==> src/ead_pkg.sv <==
/*
 * constants of the external area decoder: register offsets, field positions,
 * reset values, width codes, memory-type codes and address decode fields.
 * assumes nothing of its surroundings; compiled before every other file.
 */
package ead_pkg;

	localparam int ADDR_W = 4;
	localparam int DATA_W = 16;

	// register offsets on the plain register port
	localparam logic [3:0] OFF_CTRL = 4'h0;
	localparam logic [3:0] OFF_WIDTH = 4'h4;
	localparam logic [3:0] OFF_STATUS = 4'h8;

	// control register fields
	localparam int CTRL_A6_CARD_BIT = 0;
	localparam int CTRL_A5_CARD_BIT = 1;
	localparam int CTRL_TYPE_LSB = 2;
	localparam int CTRL_TYPE_MSB = 4;
	localparam int CTRL_A6_IO_BIT = 5;
	localparam logic [15:0] CTRL_WMASK = 16'h003f;
	localparam logic [15:0] CTRL_RST = 16'h0000;

	// area width register: two bits per area n at bit 2n
	localparam logic [15:0] WIDTH_WMASK = 16'h3ff0;
	localparam logic [15:0] WIDTH_RST = 16'h3ff0;

	// status register fields
	localparam int ST_A0W_LSB = 0;
	localparam int ST_A0W_MSB = 1;
	localparam int ST_ENDIAN_BIT = 2;
	localparam int ST_RSV_HIT_BIT = 3;
	localparam int ST_AREA_LSB = 4;
	localparam int ST_AREA_MSB = 6;
	localparam int ST_STRAP_BAD_BIT = 7;

	// bus width codes
	localparam logic [1:0] WID_RSV = 2'h0;
	localparam logic [1:0] WID_8 = 2'h1;
	localparam logic [1:0] WID_16 = 2'h2;
	localparam logic [1:0] WID_32 = 2'h3;

	// access size codes from the core
	localparam logic [1:0] SIZE_BYTE = 2'h0;
	localparam logic [1:0] SIZE_WORD = 2'h1;
	localparam logic [1:0] SIZE_LONG = 2'h2;

	// memory type codes for areas 2 and 3
	localparam logic [2:0] TP_NORMAL = 3'h0;
	localparam logic [2:0] TP_A3_SDRAM = 3'h2;
	localparam logic [2:0] TP_BOTH_SDRAM = 3'h3;
	localparam logic [2:0] TP_A3_DRAM = 3'h4;
	localparam logic [2:0] TP_BOTH_DRAM = 3'h5;

	// address decode
	localparam int AREA_MSB = 28;
	localparam int AREA_LSB = 26;
	localparam int TOP_LSB = 26;
	localparam logic [5:0] ONCHIP_TOP = 6'h3f;
	localparam logic [2:0] AREA_0 = 3'h0;
	localparam logic [2:0] AREA_1 = 3'h1;
	localparam logic [2:0] AREA_2 = 3'h2;
	localparam logic [2:0] AREA_3 = 3'h3;
	localparam logic [2:0] AREA_5 = 3'h5;
	localparam logic [2:0] AREA_6 = 3'h6;
	localparam logic [2:0] AREA_7 = 3'h7;
	localparam int CARD_HALF_BIT = 25;

	// strap capture waits for the synchroniser to fill: the second
	// stage still holds its reset zero at the second edge after release
	localparam logic [1:0] STRAP_SETTLE = 2'h3;

endpackage

==> src/ead_sync.sv <==
/*
 * two-flop synchroniser for a group of independent levels.
 * assumes each bit is a slow level such as a strap or card status pin.
 */
`timescale 1ns/1ps
`default_nettype none

module ead_sync #(
	parameter int W = 1
) (
	input wire logic sys_clk_i,
	input wire logic rst_b_i,
	input wire logic [W-1:0] async_i,
	output logic [W-1:0] sync_o
);

	generate
		if (W < 1) begin : g_chk
			$error("ead_sync width must be at least one");
		end
	endgenerate

	logic [W-1:0] meta_q;
	logic [W-1:0] sync_q;

	// first stage is read only by the second
	always_ff @(posedge sys_clk_i or negedge rst_b_i) begin
		if (!rst_b_i) begin
			meta_q <= '0;
			sync_q <= '0;
		end else begin
			meta_q <= async_i;
			sync_q <= meta_q;
		end
	end

	assign sync_o = sync_q;

endmodule

`default_nettype wire

==> src/ead_decoder.sv <==
/*
 * external area decoder: sorts each physical address into areas 0..7,
 * drives the chip selects, card enables and dram/sdram strobes of the
 * addressed area, and reports the bus width that the access must use.
 * assumes the core holds acc_valid_i with a stable address for the whole
 * access; outputs follow the request one clock later.
 */
// Behaviour
// [RQ1] area from address bits 28..26, codes 0..6
// [RQ2] ignore bits 31..29, areas repeat as shadows
// [RQ3] assert only the accessed area's select
// [RQ4] dram/sdram areas also drive strobes and masks
// [RQ5] card access: enable-1 plus enable-2 for bytes; the code drives enable-2 only when lane 1 carries data, as on word accesses
// [RQ6] area 0 width from straps at reset
// [RQ7] areas 2..6 width from width register
// [RQ8] software sets area 2 word for dram
// [RQ9] software sets card areas byte or word
// [RQ10] port function needs byte or word widths
// [RQ11] sdram areas always use 32-bit bus
// [RQ12] area 3 dram 16/32, both dram 16
// [RQ13] top 64 MB is on-chip space, shadows reserved
// [RQ14] software never touches reserved space
// [RQ15] area 5 memory card only, area 6 both
// [RQ16] io16 sizing only in little endian
// [RQ17] software uses top bits 101 for untranslated
// [RQ18] card space only when select bit set
// [RQ19] no select for area 1 or area 7
`timescale 1ns/1ps
`default_nettype none

module ead_decoder #(
	parameter int ADDR_W = ead_pkg::ADDR_W,
	parameter int DATA_W = ead_pkg::DATA_W
) (
	input wire logic sys_clk_i,
	input wire logic rst_b_i,
	input wire logic [ADDR_W-1:0] reg_addr_i,
	input wire logic [DATA_W-1:0] reg_wdata_i,
	input wire logic reg_wr_i,
	input wire logic reg_rd_i,
	output logic [DATA_W-1:0] reg_rdata_o,
	input wire logic acc_valid_i,
	input wire logic [31:0] acc_addr_i,
	input wire logic acc_write_i,
	input wire logic [1:0] acc_size_i,
	input wire logic width_strap_hi_i,
	input wire logic width_strap_lo_i,
	input wire logic endian_strap_i,
	input wire logic card_io16_i,
	output logic area0_select_n_o,
	output logic [4:0] area_select_n_o,
	output logic card_a_enable_low_n_o,
	output logic card_a_enable_high_n_o,
	output logic card_b_enable_low_n_o,
	output logic card_b_enable_high_n_o,
	output logic card_io_read_n_o,
	output logic card_io_write_n_o,
	output logic write_direction_o,
	output logic row_strobe_n_o,
	output logic col_strobe_n_o,
	output logic [3:0] data_mask_o,
	output logic [2:0] acc_area_o,
	output logic [1:0] acc_width_o,
	output logic onchip_io_o,
	output logic reserved_hit_o
);

	generate
		if (DATA_W < 16 || ADDR_W < 4) begin : g_chk
			$error("ead_decoder needs 16-bit data and 4-bit register address");
		end
	endgenerate

	// pins from outside pass the synchroniser first
	logic [3:0] pins_s;

	ead_sync #(
		.W(4)
	) u_sync (
		.sys_clk_i(sys_clk_i),
		.rst_b_i(rst_b_i),
		.async_i({card_io16_i, endian_strap_i, width_strap_hi_i, width_strap_lo_i}),
		.sync_o(pins_s)
	);

	logic io16_s;
	assign io16_s = pins_s[3];

	// register file and strap capture state
	logic [15:0] ctrl_q, ctrl_d;
	logic [15:0] width_q, width_d;
	logic [1:0] a0w_q, a0w_d;
	logic endian_q, endian_d;
	logic strap_bad_q, strap_bad_d;
	logic [1:0] settle_q, settle_d;
	logic rsv_hit_q, rsv_hit_d;
	logic [2:0] last_area_q, last_area_d;
	logic [DATA_W-1:0] rdata_q, rdata_d;

	// decode results
	logic [2:0] code;
	logic onchip;
	logic reserved;
	logic hit;
	logic [2:0] tp;
	logic dram2, dram3, sdram2, sdram3;
	logic card5, card6, card_io;
	logic dram_acc;
	logic [1:0] width;
	logic [3:0] lanes;
	logic [4:0] sel_n;
	logic little;

	assign little = endian_q;

	always_comb begin
		code = acc_addr_i[ead_pkg::AREA_MSB:ead_pkg::AREA_LSB]; // RQ1 RQ2
		onchip = acc_addr_i[31:ead_pkg::TOP_LSB] == ead_pkg::ONCHIP_TOP; // RQ13
		reserved = code == ead_pkg::AREA_7 && !onchip; // RQ13
		hit = acc_valid_i && !onchip && code != ead_pkg::AREA_7 && code != ead_pkg::AREA_1; // RQ19
		tp = ctrl_q[ead_pkg::CTRL_TYPE_MSB:ead_pkg::CTRL_TYPE_LSB];
		dram2 = tp == ead_pkg::TP_BOTH_DRAM;
		dram3 = tp == ead_pkg::TP_A3_DRAM || tp == ead_pkg::TP_BOTH_DRAM;
		sdram2 = tp == ead_pkg::TP_BOTH_SDRAM;
		sdram3 = tp == ead_pkg::TP_A3_SDRAM || tp == ead_pkg::TP_BOTH_SDRAM;
		// card space is the lower half of area 5 and 6 only
		card5 = hit && code == ead_pkg::AREA_5 && !acc_addr_i[ead_pkg::CARD_HALF_BIT]
			&& ctrl_q[ead_pkg::CTRL_A5_CARD_BIT]; // RQ18
		card6 = hit && code == ead_pkg::AREA_6 && !acc_addr_i[ead_pkg::CARD_HALF_BIT]
			&& ctrl_q[ead_pkg::CTRL_A6_CARD_BIT]; // RQ18
		// io cycles exist on area 6 only; area 5 stays a memory card
		card_io = card6 && ctrl_q[ead_pkg::CTRL_A6_IO_BIT]; // RQ15
		dram_acc = hit && ((code == ead_pkg::AREA_2 && (dram2 || sdram2))
			|| (code == ead_pkg::AREA_3 && (dram3 || sdram3))); // RQ4
	end

	// bus width of the addressed area
	always_comb begin
		width = ead_pkg::WID_RSV;
		if (onchip || code == ead_pkg::AREA_1) begin
			width = ead_pkg::WID_32;
		end else if (code == ead_pkg::AREA_0) begin
			width = a0w_q; // RQ6
		end else if (code != ead_pkg::AREA_7) begin
			width = width_q[2*code +: 2]; // RQ7
			if ((code == ead_pkg::AREA_2 && sdram2) || (code == ead_pkg::AREA_3 && sdram3)) begin
				width = ead_pkg::WID_32; // RQ11
			end else if (code == ead_pkg::AREA_3 && dram2) begin
				width = ead_pkg::WID_16; // RQ12
			end else if (code == ead_pkg::AREA_3 && dram3 && width != ead_pkg::WID_32) begin
				width = ead_pkg::WID_16; // RQ12
			end else if (code == ead_pkg::AREA_2 && dram2) begin
				width = ead_pkg::WID_16;
			end
			// narrow 8-bit card io port seen only in little endian
			if (card_io && little && !io16_s && width == ead_pkg::WID_16) begin
				width = ead_pkg::WID_8; // RQ16
			end
		end
	end

	// byte lanes that carry data in this bus cycle
	always_comb begin
		lanes = 4'h0;
		unique case (width)
			ead_pkg::WID_32: begin
				if (acc_size_i == ead_pkg::SIZE_BYTE) begin
					lanes[little ? acc_addr_i[1:0] : ~acc_addr_i[1:0]] = 1'b1;
				end else if (acc_size_i == ead_pkg::SIZE_WORD) begin
					lanes = (acc_addr_i[1] ^ !little) ? 4'hc : 4'h3;
				end else begin
					lanes = 4'hf;
				end
			end
			ead_pkg::WID_16: begin
				if (acc_size_i == ead_pkg::SIZE_BYTE) begin
					lanes = (acc_addr_i[0] ^ !little) ? 4'h2 : 4'h1;
				end else begin
					lanes = 4'h3;
				end
			end
			ead_pkg::WID_8: begin
				lanes = 4'h1;
			end
			ead_pkg::WID_RSV: begin
				lanes = 4'h0;
			end
		endcase
	end

	// one select per external area 2..6
	genvar g;
	generate
		for (g = 0; g < 5; g++) begin : g_sel
			localparam logic [2:0] AREA_N = 3'(g + 2);
			// card accesses use the card enables in place of the select
			assign sel_n[g] = !(hit && code == AREA_N
				&& !(AREA_N == ead_pkg::AREA_5 && card5)
				&& !(AREA_N == ead_pkg::AREA_6 && card6)); // RQ3
		end
	endgenerate

	// output registers
	logic a0sel_n_q, a0sel_n_d;
	logic [4:0] sel_n_q, sel_n_d;
	logic cea_lo_n_q, cea_lo_n_d, cea_hi_n_q, cea_hi_n_d;
	logic ceb_lo_n_q, ceb_lo_n_d, ceb_hi_n_q, ceb_hi_n_d;
	logic iord_n_q, iord_n_d, iowr_n_q, iowr_n_d;
	logic wdir_q, wdir_d;
	logic ras_n_q, ras_n_d, cas_n_q, cas_n_d;
	logic [3:0] dqm_q, dqm_d;
	logic [2:0] area_q, area_d;
	logic [1:0] wid_q, wid_d;
	logic onchip_q, onchip_d;
	logic rsv_q, rsv_d;

	always_comb begin
		a0sel_n_d = !(hit && code == ead_pkg::AREA_0); // RQ3
		sel_n_d = sel_n;
		cea_lo_n_d = !card5; // RQ5
		cea_hi_n_d = !(card5 && lanes[1]); // RQ5
		ceb_lo_n_d = !card6; // RQ5
		ceb_hi_n_d = !(card6 && lanes[1]); // RQ5
		iord_n_d = !(card_io && !acc_write_i); // RQ15
		iowr_n_d = !(card_io && acc_write_i); // RQ15
		wdir_d = (dram_acc || card5 || card6) && acc_write_i; // RQ4
		ras_n_d = !dram_acc; // RQ4
		cas_n_d = !dram_acc; // RQ4
		// masks stay high outside dram cycles so idle lanes are masked
		dqm_d = dram_acc ? ~lanes : 4'hf; // RQ4
		area_d = acc_valid_i ? code : area_q;
		wid_d = acc_valid_i ? width : wid_q;
		onchip_d = acc_valid_i && onchip; // RQ13
		rsv_d = acc_valid_i && reserved; // RQ13
	end

	always_ff @(posedge sys_clk_i or negedge rst_b_i) begin
		if (!rst_b_i) begin
			a0sel_n_q <= 1'b1;
			sel_n_q <= 5'h1f;
			cea_lo_n_q <= 1'b1;
			cea_hi_n_q <= 1'b1;
			ceb_lo_n_q <= 1'b1;
			ceb_hi_n_q <= 1'b1;
			iord_n_q <= 1'b1;
			iowr_n_q <= 1'b1;
			wdir_q <= 1'b0;
			ras_n_q <= 1'b1;
			cas_n_q <= 1'b1;
			dqm_q <= 4'hf;
			area_q <= 3'h0;
			wid_q <= 2'h0;
			onchip_q <= 1'b0;
			rsv_q <= 1'b0;
		end else begin
			a0sel_n_q <= a0sel_n_d;
			sel_n_q <= sel_n_d;
			cea_lo_n_q <= cea_lo_n_d;
			cea_hi_n_q <= cea_hi_n_d;
			ceb_lo_n_q <= ceb_lo_n_d;
			ceb_hi_n_q <= ceb_hi_n_d;
			iord_n_q <= iord_n_d;
			iowr_n_q <= iowr_n_d;
			wdir_q <= wdir_d;
			ras_n_q <= ras_n_d;
			cas_n_q <= cas_n_d;
			dqm_q <= dqm_d;
			area_q <= area_d;
			wid_q <= wid_d;
			onchip_q <= onchip_d;
			rsv_q <= rsv_d;
		end
	end

	// register port and strap capture
	always_comb begin
		ctrl_d = ctrl_q;
		width_d = width_q;
		a0w_d = a0w_q;
		endian_d = endian_q;
		strap_bad_d = strap_bad_q;
		settle_d = settle_q;
		rsv_hit_d = rsv_hit_q;
		last_area_d = acc_valid_i ? code : last_area_q;
		rdata_d = '0;
		// straps are caught once, after the synchroniser has filled
		if (settle_q != ead_pkg::STRAP_SETTLE) begin
			settle_d = settle_q + 2'h1;
			if (settle_q + 2'h1 == ead_pkg::STRAP_SETTLE) begin
				a0w_d = {pins_s[1], pins_s[0]}; // RQ6
				endian_d = pins_s[2];
				strap_bad_d = {pins_s[1], pins_s[0]} == ead_pkg::WID_RSV;
			end
		end
		if (reg_wr_i) begin
			unique case (reg_addr_i[3:0])
				ead_pkg::OFF_CTRL: ctrl_d = reg_wdata_i[15:0] & ead_pkg::CTRL_WMASK;
				ead_pkg::OFF_WIDTH: width_d = reg_wdata_i[15:0] & ead_pkg::WIDTH_WMASK; // RQ7
				ead_pkg::OFF_STATUS: begin
					if (reg_wdata_i[ead_pkg::ST_RSV_HIT_BIT]) begin
						rsv_hit_d = 1'b0;
					end
				end
				default: ;
			endcase
		end
		// a new reserved hit wins over a clear in the same cycle
		if (acc_valid_i && reserved) begin
			rsv_hit_d = 1'b1; // RQ13
		end
		if (reg_rd_i) begin
			unique case (reg_addr_i[3:0])
				ead_pkg::OFF_CTRL: rdata_d[15:0] = ctrl_q;
				ead_pkg::OFF_WIDTH: rdata_d[15:0] = width_q;
				ead_pkg::OFF_STATUS: begin
					rdata_d[ead_pkg::ST_A0W_MSB:ead_pkg::ST_A0W_LSB] = a0w_q;
					rdata_d[ead_pkg::ST_ENDIAN_BIT] = endian_q;
					rdata_d[ead_pkg::ST_RSV_HIT_BIT] = rsv_hit_q;
					rdata_d[ead_pkg::ST_AREA_MSB:ead_pkg::ST_AREA_LSB] = last_area_q;
					rdata_d[ead_pkg::ST_STRAP_BAD_BIT] = strap_bad_q;
				end
				default: rdata_d = '0;
			endcase
		end
	end

	always_ff @(posedge sys_clk_i or negedge rst_b_i) begin
		if (!rst_b_i) begin
			ctrl_q <= ead_pkg::CTRL_RST;
			width_q <= ead_pkg::WIDTH_RST;
			a0w_q <= ead_pkg::WID_RSV;
			endian_q <= 1'b0;
			strap_bad_q <= 1'b0;
			settle_q <= 2'h0;
			rsv_hit_q <= 1'b0;
			last_area_q <= 3'h0;
			rdata_q <= '0;
		end else begin
			ctrl_q <= ctrl_d;
			width_q <= width_d;
			a0w_q <= a0w_d;
			endian_q <= endian_d;
			strap_bad_q <= strap_bad_d;
			settle_q <= settle_d;
			rsv_hit_q <= rsv_hit_d;
			last_area_q <= last_area_d;
			rdata_q <= rdata_d;
		end
	end

	assign reg_rdata_o = rdata_q;
	assign area0_select_n_o = a0sel_n_q;
	assign area_select_n_o = sel_n_q;
	assign card_a_enable_low_n_o = cea_lo_n_q;
	assign card_a_enable_high_n_o = cea_hi_n_q;
	assign card_b_enable_low_n_o = ceb_lo_n_q;
	assign card_b_enable_high_n_o = ceb_hi_n_q;
	assign card_io_read_n_o = iord_n_q;
	assign card_io_write_n_o = iowr_n_q;
	assign write_direction_o = wdir_q;
	assign row_strobe_n_o = ras_n_q;
	assign col_strobe_n_o = cas_n_q;
	assign data_mask_o = dqm_q;
	assign acc_area_o = area_q;
	assign acc_width_o = wid_q;
	assign onchip_io_o = onchip_q;
	assign reserved_hit_o = rsv_q;

endmodule

`default_nettype wire

==> config.mk <==
export PLATFORM = sky130hd
export DESIGN_NAME = ead_decoder
export DESIGN_NICKNAME = d
export VERILOG_FILES = /design/src/ead_pkg.sv /design/src/ead_sync.sv /design/src/ead_decoder.sv
export SDC_FILE = /design/constraint.sdc
export NUM_CORES = 1
export LEC_CHECK = 0
export BUFFER_PORTS_ARGS = -buffer_cell sky130_fd_sc_hd__buf_2
export CORE_ASPECT_RATIO = 1.75
export CORE_UTILIZATION = 40
export CTS_BUF_LIST = sky130_fd_sc_hd__clkbuf_8
export CTS_CLUSTER_DIAMETER = 60
export DETAILED_ROUTE_END_ITERATION = 10
export PLACE_DENSITY = 0.67
export SYNTH_ARGS = -nofsm -noshare
export SYNTH_HDL_FRONTEND = slang
export SYNTH_SLANG_ARGS = --single-unit
==> constraint.sdc <==
create_clock -name sys_clk_i -period 4.8 [get_ports sys_clk_i]
set_input_delay 0.24 -clock sys_clk_i [delete_from_list [all_inputs] [get_ports sys_clk_i]]
set_output_delay 0.24 -clock sys_clk_i [all_outputs]
set_load 0.005 [all_outputs]
# --- Word-level counts from Yosys, hierarchy flattened ---
# Index checks and enable logic that the tools add are counted.
word_totals:
  output_inout_bits: 42
  wordCells: 161
  in_bits: 64
  reg_bits: 72
classes:
  n_bitwise: 4
  shift: 1
  n_eq_ne: 24
  n_addsub: 1
  n_reduce_logical: 76
  magnitude_cmp: 2
  muxes: 28
ops:
  columns: ["op", "n"]
  rows:
  - ["$logic_and 1x1->1", 37]
  - ["$mux 2", 14]
  - ["$pmux 8 s3", 1]
  - ["$eq 3x3->1 const B", 6]
  - ["$logic_not 1->1", 18]
  - ["$mux 4", 4]
  - ["$pmux 4 s4", 1]
  - ["$shiftx 16x5->2", 1]
  - ["$mux 14", 1]
  - ["$eq 3x2->1 const B", 4]
  - ["$logic_or 1x1->1", 9]
  - ["$eq 2x2->1 const B", 4]
  - ["$eq 6x6->1 const B", 1]
  - ["$logic_not 2->1", 3]
  - ["$mux 6", 1]
  - ["$reduce_and 2->1", 3]
  - ["$reduce_bool 2->1", 3]
  - ["$mux 1", 5]
  - ["$eq 2x1->1 const B", 2]
  - ["$eq 4x3->1 const B", 1]
  - ["$eq 4x4->1 const B", 1]
  - ["$logic_not 4->1", 1]
  - ["$ne 2x2->1 const B", 2]
  - ["$not 4->4", 1]
  - ["11 further kinds", 12]

# --- Depth between registers and ports, before layout ---
depth:
  ltp_word: 20
  mapped_depth: 8
  ltp_nobuf: 8

# --- By module ---
# A second synthesis with hierarchy kept.
hier_totals:
  cells_unflattened: 235
  area_unflattened_um2: 3032.9
by_module_without_submodules:
  columns: ["mod", "cells_per_inst", "seq_area_each_um2", "area_per_inst_um2", "instances"]
  rows:
  - ["ead_decoder", 227, 1585.3, 2832.7, 1]
  - ["ead_sync", 8, 200.2, 200.2, 1]

# --- Worst setup path after synthesis ---
# Ideal clock, no wire load.
synth_timing:
  path_type: "reg-to-reg"
  startpoint: "reg ctrl_q[4]"
  endpoint: "reg dqm_q[2], in the netlist data_mask_o[2]"
  period_less_slack_ps: 1806
  path_buffers: 0
  setup_ps: 86
  setup_slack_ps: 2994
  t_required_ps: 4714
  stages_incl_launch_ff: 8
  t_arrival_ps: 1720
  cell_sequence: "dfrtp_1 inv_1 ha_1 nand2_1 a311o_1 a32o_1 and2_4 a2111o_1"
synth_between:
  elab_chain_cells: 20
  word_cells_on_any_way: 39
  cone_classes: "8 x eq/ne; 13 x mux; 1 x bitwise; 17 x reduce/logical"
synth_lines:
  columns: ["item", "line_no", "rtl"]
  rows:
  - ["from (decl)", "ead_decoder.sv:90", "logic [15:0] ctrl_q, ctrl_d;"]
  - ["from (signal assigned)", "ead_decoder.sv:329", "ctrl_q <= ead_pkg::CTRL_RST;"]
  - ["from (signal assigned)", "ead_decoder.sv:339", "ctrl_q <= ctrl_d;"]
  - ["$eq 3x3->1, on equally long branches", "ead_decoder.sv:123, ead_decoder.sv:122", null]
  - ["$logic_or 1x1->1", "ead_decoder.sv:123", "dram3 = tp == ead_pkg::TP_A3_DRAM || tp == ead_pkg::TP_BOTH_DRAM;"]
  - ["$logic_and 1x1->1 (2 in series)", "ead_decoder.sv:150", "end else if (code == ead_pkg::AREA_3 && dram3 && width != ead_pkg::WID_32) begin"]
  - ["$mux 2", "ead_decoder.sv:150", null]
  - ["$mux 2", "ead_decoder.sv:148", "end else if (code == ead_pkg::AREA_3 && dram2) begin"]
  - ["$mux 2", "ead_decoder.sv:146", "if ((code == ead_pkg::AREA_2 && sdram2) || (code == ead_pkg::AREA_3 && sdram3)) begin"]
  - ["$mux 2", "ead_decoder.sv:144", "end else if (code != ead_pkg::AREA_7) begin"]
  - ["$mux 2", "ead_decoder.sv:142", "end else if (code == ead_pkg::AREA_0) begin"]
  - ["[4 not listed]", null, null]
  - ["$mux 2", "ead_decoder.sv:144", null]
  - ["$mux 2", "ead_decoder.sv:142", null]
  - ["$mux 2", "ead_decoder.sv:140", "if (onchip || code == ead_pkg::AREA_1) begin"]
  - ["$eq 2x1->1, or another cell as far along", "ead_decoder.sv:165", "unique case (width)"]
  - ["$pmux 4 s4", "ead_decoder.sv:165", null]
  - ["$not 4->4", "ead_decoder.sv:230", "dqm_d = dram_acc ? ~lanes : 4'hf;"]
  - ["$mux 4 (*)", "ead_decoder.sv:230", null]
  - ["named net dqm_d[2]", "ead_decoder.sv:211", "logic [3:0] dqm_q, dqm_d;"]
  - ["to (signal assigned)", "ead_decoder.sv:267", "dqm_q <= dqm_d;"]
  - ["to (decl)", "ead_decoder.sv:211", null]
# The timed path passes the listed nets; every way through them passes the cells marked *. The select of a mux whose other input is x is not followed.
# A chain may end at the register's enable or synchronous reset.

# --- Worst setup path after layout ---
layout_timing:
  startpoint: "reg ctrl_q[3]"
  endpoint: "reg cea_hi_n_q, in the netlist card_a_enable_high_n_o"
layout_between:
  elab_chain_cells: 20
  word_cells_on_any_way: 33
  cone_classes: "8 x eq/ne; 12 x mux; 13 x reduce/logical"
layout_lines:
  columns: ["item", "line_no", "rtl"]
  rows:
  - ["$eq 3x3->1, on equally long branches", "ead_decoder.sv:123, ead_decoder.sv:122", null]
  - ["$logic_or 1x1->1", "ead_decoder.sv:123", null]
  - ["$logic_and 1x1->1 (2 in series)", "ead_decoder.sv:150", null]
  - ["$mux 2", "ead_decoder.sv:150", null]
  - ["$mux 2", "ead_decoder.sv:148", null]
  - ["$mux 2 (*)", "ead_decoder.sv:146", null]
  - ["$mux 2 (*)", "ead_decoder.sv:144", null]
  - ["$mux 2 (*)", "ead_decoder.sv:142", null]
  - ["[4 not listed]", null, null]
  - ["$mux 2 (*)", "ead_decoder.sv:144", null]
  - ["$mux 2 (*)", "ead_decoder.sv:142", null]
  - ["$mux 2 (*)", "ead_decoder.sv:140", null]
  - ["$eq 2x1->1, or another cell as far along", "ead_decoder.sv:165", null]
  - ["$pmux 4 s4 (*)", "ead_decoder.sv:165", null]
  - ["$logic_and 1x1->1 (*)", "ead_decoder.sv:221", "cea_hi_n_d = !(card5 && lanes[1]);"]
  - ["$logic_not 1->1 (*)", "ead_decoder.sv:221", null]
  - ["named net cea_hi_n_d", "ead_decoder.sv:206", "logic cea_lo_n_q, cea_lo_n_d, cea_hi_n_q, cea_hi_n_d;"]
  - ["to (signal assigned)", "ead_decoder.sv:259", "cea_hi_n_q <= cea_hi_n_d;"]
  - ["to (decl)", "ead_decoder.sv:206", null]
# Marks and branches as above.

==> results summary <==
The maximum clock path buffer count came out at 2. In the final layout, the share of cells above drive strength 1 is 45.09%. The final-report max-slew violation count is 0.

The clock latency of the later-clocked register in the worst-skew pair came out at 350 ps. The worst-path maximum fanout came out at 7. The final layout net count came out at 389. TritonCTS built the clock tree.

The routing usage on met3 is 3.543%. The run finished with clean final reports. The number of hold violations in the final report was 0. The type of the setup path with the least slack is reg -> reg. The number of nets with antenna violations after routing is 0.

The first detailed-routing pass took 4 iterations. The first global-routing pass estimated 9666 um of wire. In the global route stage, met1 resource usage came out at 17.40%. The number of synthesis warnings came out at 0. The I/O pin count is 106. Entering global routing, the biggest net connects 71 pins. The worst setup path is captured at a flip-flop. The setup TNS came out at 0 ps. The shortest period the worst path allows came out at 2035 ps. The overall die area is 7727 um^2. Among all flip-flop cells after synthesis, the most frequent one is dfrtp_1.

The number of gates resized after CTS was 0. Traced cell by cell, the critical path runs through inv_1, ha_1, or2b_1, o221ai_1, a31oi_1, o31ai_1, nand3_1. The longest individual stage delay on the worst path came out at 490 ps. The adder and majority gate portion of the synthesized area came out at 1.699%. The power density relative to cell area is 357.9 nW/um^2. The number of flip-flops and latches in the synthesized netlist came out at 70. The total of max-cap violations came out at 0. The starting density of the core is 41.03%.

The layer flagged by global routing as most heavily used is met2. The detailed-placement wirelength estimate came out at 4637 um. Global routing used 17.91% of the available tracks. The number of antenna repair diodes came out at 0. In this run the mean area of a mapped cell was 12.54 um^2. For the final database, setup skew stands at 7.742 ps.

The post-synthesis xor/xnor area fraction came out at 1.189%. After detailed placement, the design holds a cell count of 392. The met2 layer usage reported by global route came out at 31.11%. The path class of the tightest hold or removal check is in -> async. Clock-pin slew was measured on the worst setup and hold paths at 70 ps.

After layout, the design draws a total of 1.295 mW. The number of instances in the synthesized netlist came out at 235. At the pin with the least slew margin, the transition time is 814.2 ps. The headroom to the max-slew limit is 45.72%. The static leakage is 1.671 nW. STA classifies the critical path startpoint as a flip-flop. The count of distinct cell types in the synthesized netlist is 48. After synthesis, flip-flops and latches occupy 60.59% of the total area. The violation count after the first detailed-route iteration is 61. The maximum frequency from static timing analysis came out at 0.4914 GHz.

The core footprint is 7182 um^2. The slowest stage cell on the critical path is dfrtp_1. The share of the synthesized area in compound gates (AO/OA/AOI/OAI) is 7.006%. The dominant combinational cell family by area after synthesis is simple AND/OR/NAND/NOR gates.

Before CTS, the worst setup slack after placement is 2761 ps. The critical path arrival came out at 2290 ps. The leftover overflow at the end of global routing came out at 0.

Port buffering added 78 buffers. Compared with the post-synthesis result, the final layout area differs by 22.76%. The synthesized design contains 0 enable-type register cells. The floorplan has 41 rows. Clock tree synthesis inserted a total of 9 buffers. The via count of the routed design came out at 2076. The buffer and inverter count on the worst path is 1. The final weighted congestion of routability-driven global placement came out at 0.8327. Measured against the total synthesized area, the mux share comes to 11.34%.

The post-route non-filler standard cell count came out at 412. The initial antenna violation count came out at 0. The clock sink count is 70.

The worst setup margin came out at 2765 ps. The async set-reset flop share out of synthesis came out at 100.0%. Setup repair after global routing left no endpoint under its margin.

The worst path required time is 5050 ps. The die boundary height is 115.5 um. Across the VDD grid, the largest voltage drop is 0.0001894 V.

The DRC violation count after routing came out at 0. For this block, the routed nets add up to 6128 um of wire. The period utilization came out at 42.39%. The via count of the first global-routing pass is 2045. The H-tree depth is 3.

The number of setup violations in the final report came out at 0. Broken down by cell family, the worst path's largest delay share belongs to compound AO/OA/AOI/OAI gates. Using the TritonRoute via totals, the vias-per-cell ratio works out to 5.039. The width of the chip is 66.88 um. The mapped cell area is 2947 um^2.

The detail-routed net length per standard cell is 14.87 um. After Yosys synthesis, and, or, nand and nor cells account for 15.03% of the synthesized area. The cell at the root of the clock tree is clkbuf_8.
stage by stage:
step	area, um^2	hold WS (ps)	utilization, %
2_1_floorplan	2950	-55.59	-
3_3_place_gp	3401	332.0	47.35
3_5_place_dp	3401	336.3	47.35
4_1_cts	3617	59.16	50.37
5_1_grt	3617	61.03	50.37
6_report	3617	52.80	50.37
logic make-up (layout without fill, tap and decap cells):
kind of cell | after synthesis | in the layout
and+or+nand+nor | 80 | 80
DFF | 70 | 70
muxes | 30 | 30
AOI/OAI and AO/OA | 28 | 28
buffers and inverters | 18 | 108
adders and majority gates | 4 | 4
xor gates and xnor gates | 4 | 4
other | 1 | 2
cells in the mapped netlist (2+ instances only):
library cell / count / area [um^2]
dfrtp_1: 43 / 1076
dfstp_2: 27 / 709.4
mux2_2: 23 / 259.0
nor2_1: 18 / 67.56
nand2_1: 10 / 37.54
nor2b_1: 10 / 62.56
inv_1: 9 / 33.78
nand3_1: 8 / 40.04
and2_1: 7 / 43.79
mux2i_1: 6 / 60.06
a21oi_1: 5 / 25.02
nand4_1: 5 / 31.28
o21ai_0: 5 / 25.02
ha_1: 4 / 50.05
nand3b_1: 4 / 30.03
xnor2_1: 4 / 35.03
and3_1: 3 / 18.77
buf_4: 3 / 22.52
clkbuf_1: 3 / 11.26
nand2b_1: 3 / 18.77
a22oi_1: 2 / 15.01
a31oi_1: 2 / 12.51
a32oi_1: 2 / 17.52
buf_2: 2 / 10.01
nor3_1: 2 / 10.01
o31ai_1: 2 / 15.01
or2b_1: 2 / 15.01
sequential cells by signal, summed over array words and instances, names as in the netlist, 3 cells and up:
signal,cells
area_select_n_o,5
width_q,10
ctrl_q,6
acc_area_o,3
u_sync.meta_q,4
u_sync.sync_o,4
reg_rdata_o,14
data_mask_o,4
worst paths after layout:
kind | startpoint | endpoint | slack (ps) | cells after the start
setup / recovery | ctrl_q[3]$_DFFE_PN0P_ | card_a_enable_high_n_o$_DFF_PN1_ | 2770 | 7
hold / removal | rst_b_i | reserved_hit_o$_DFF_PN0_ | 50 | 2
setup reg to reg | ctrl_q[3]$_DFFE_PN0P_ | card_a_enable_high_n_o$_DFF_PN1_ | 2770 | 7
hold reg to reg | u_sync.meta_q[1]$_DFF_PN0_ | u_sync.sync_o[1]$_DFF_PN0_ | 350 | 0
max in group asynchronous | rst_b_i | write_direction_o$_DFF_PN0_ | 4200 | 2
min in group sys_clk_i | acc_write_i | card_io_write_n_o$_DFF_PN1_ | 80 | 2
repair_timing:
item / 4_1_cts / 5_1_grt
endpoints found under the setup margin: 0 / 0
buffers inserted: 0 / 0
hold buffers: 4 / 0
endpoints found under the hold margin: 4 / 0
where the power goes:
part	total [mW]	internal (mW)	switching, mW
clock network	0.415	0.210	0.205
registers	0.700	0.656	0.0436
logic	0.180	0.0927	0.0873
total	1.29	0.959	0.336
per-layer routing:
metal	vias to the layer above	part of all wire (%)
met5	-	0
met4	0	5.0
met3	19	4.3
met2	65	56
met1	1001	35
li1	991	-
area by class of cell:
class / instances / area, um^2
clock buffers: 11 / 151.4
repair buffers: 83 / 437.9
multi-input cells: 148 / 1076
flip-flops and latches: 70 / 1785
well taps: 86 / 107.6
fillers: 655 / 3565
inverters: 9 / 33.78
clock inverters: 5 / 25.02
cell usage in the layout (no fill, tap or decap), types with 2 or more instances in the layout:
cell type	instances
or2b_1	2
a32oi_1	2
dfstp_2	27
o21ai_0	5
conb_1	2
a22oi_1	2
nand3b_1	4
and3_1	3
buf_2	78
dlygate4sd3_1	4
o31ai_1	2
mux2_2	23
nor2b_1	10
nand2b_1	3
clkbuf_8	11
nand4_1	5
nor3_1	2
a21oi_1	5
a31oi_1	2
ha_1	4
xnor2_1	4
and2_1	7
nor2_1	18
nand3_1	8
nand2_1	10
clkinv_2	2
inv_1	10
mux2i_1	6
dfrtp_1	43
Power figures use the tool's default switching activity.
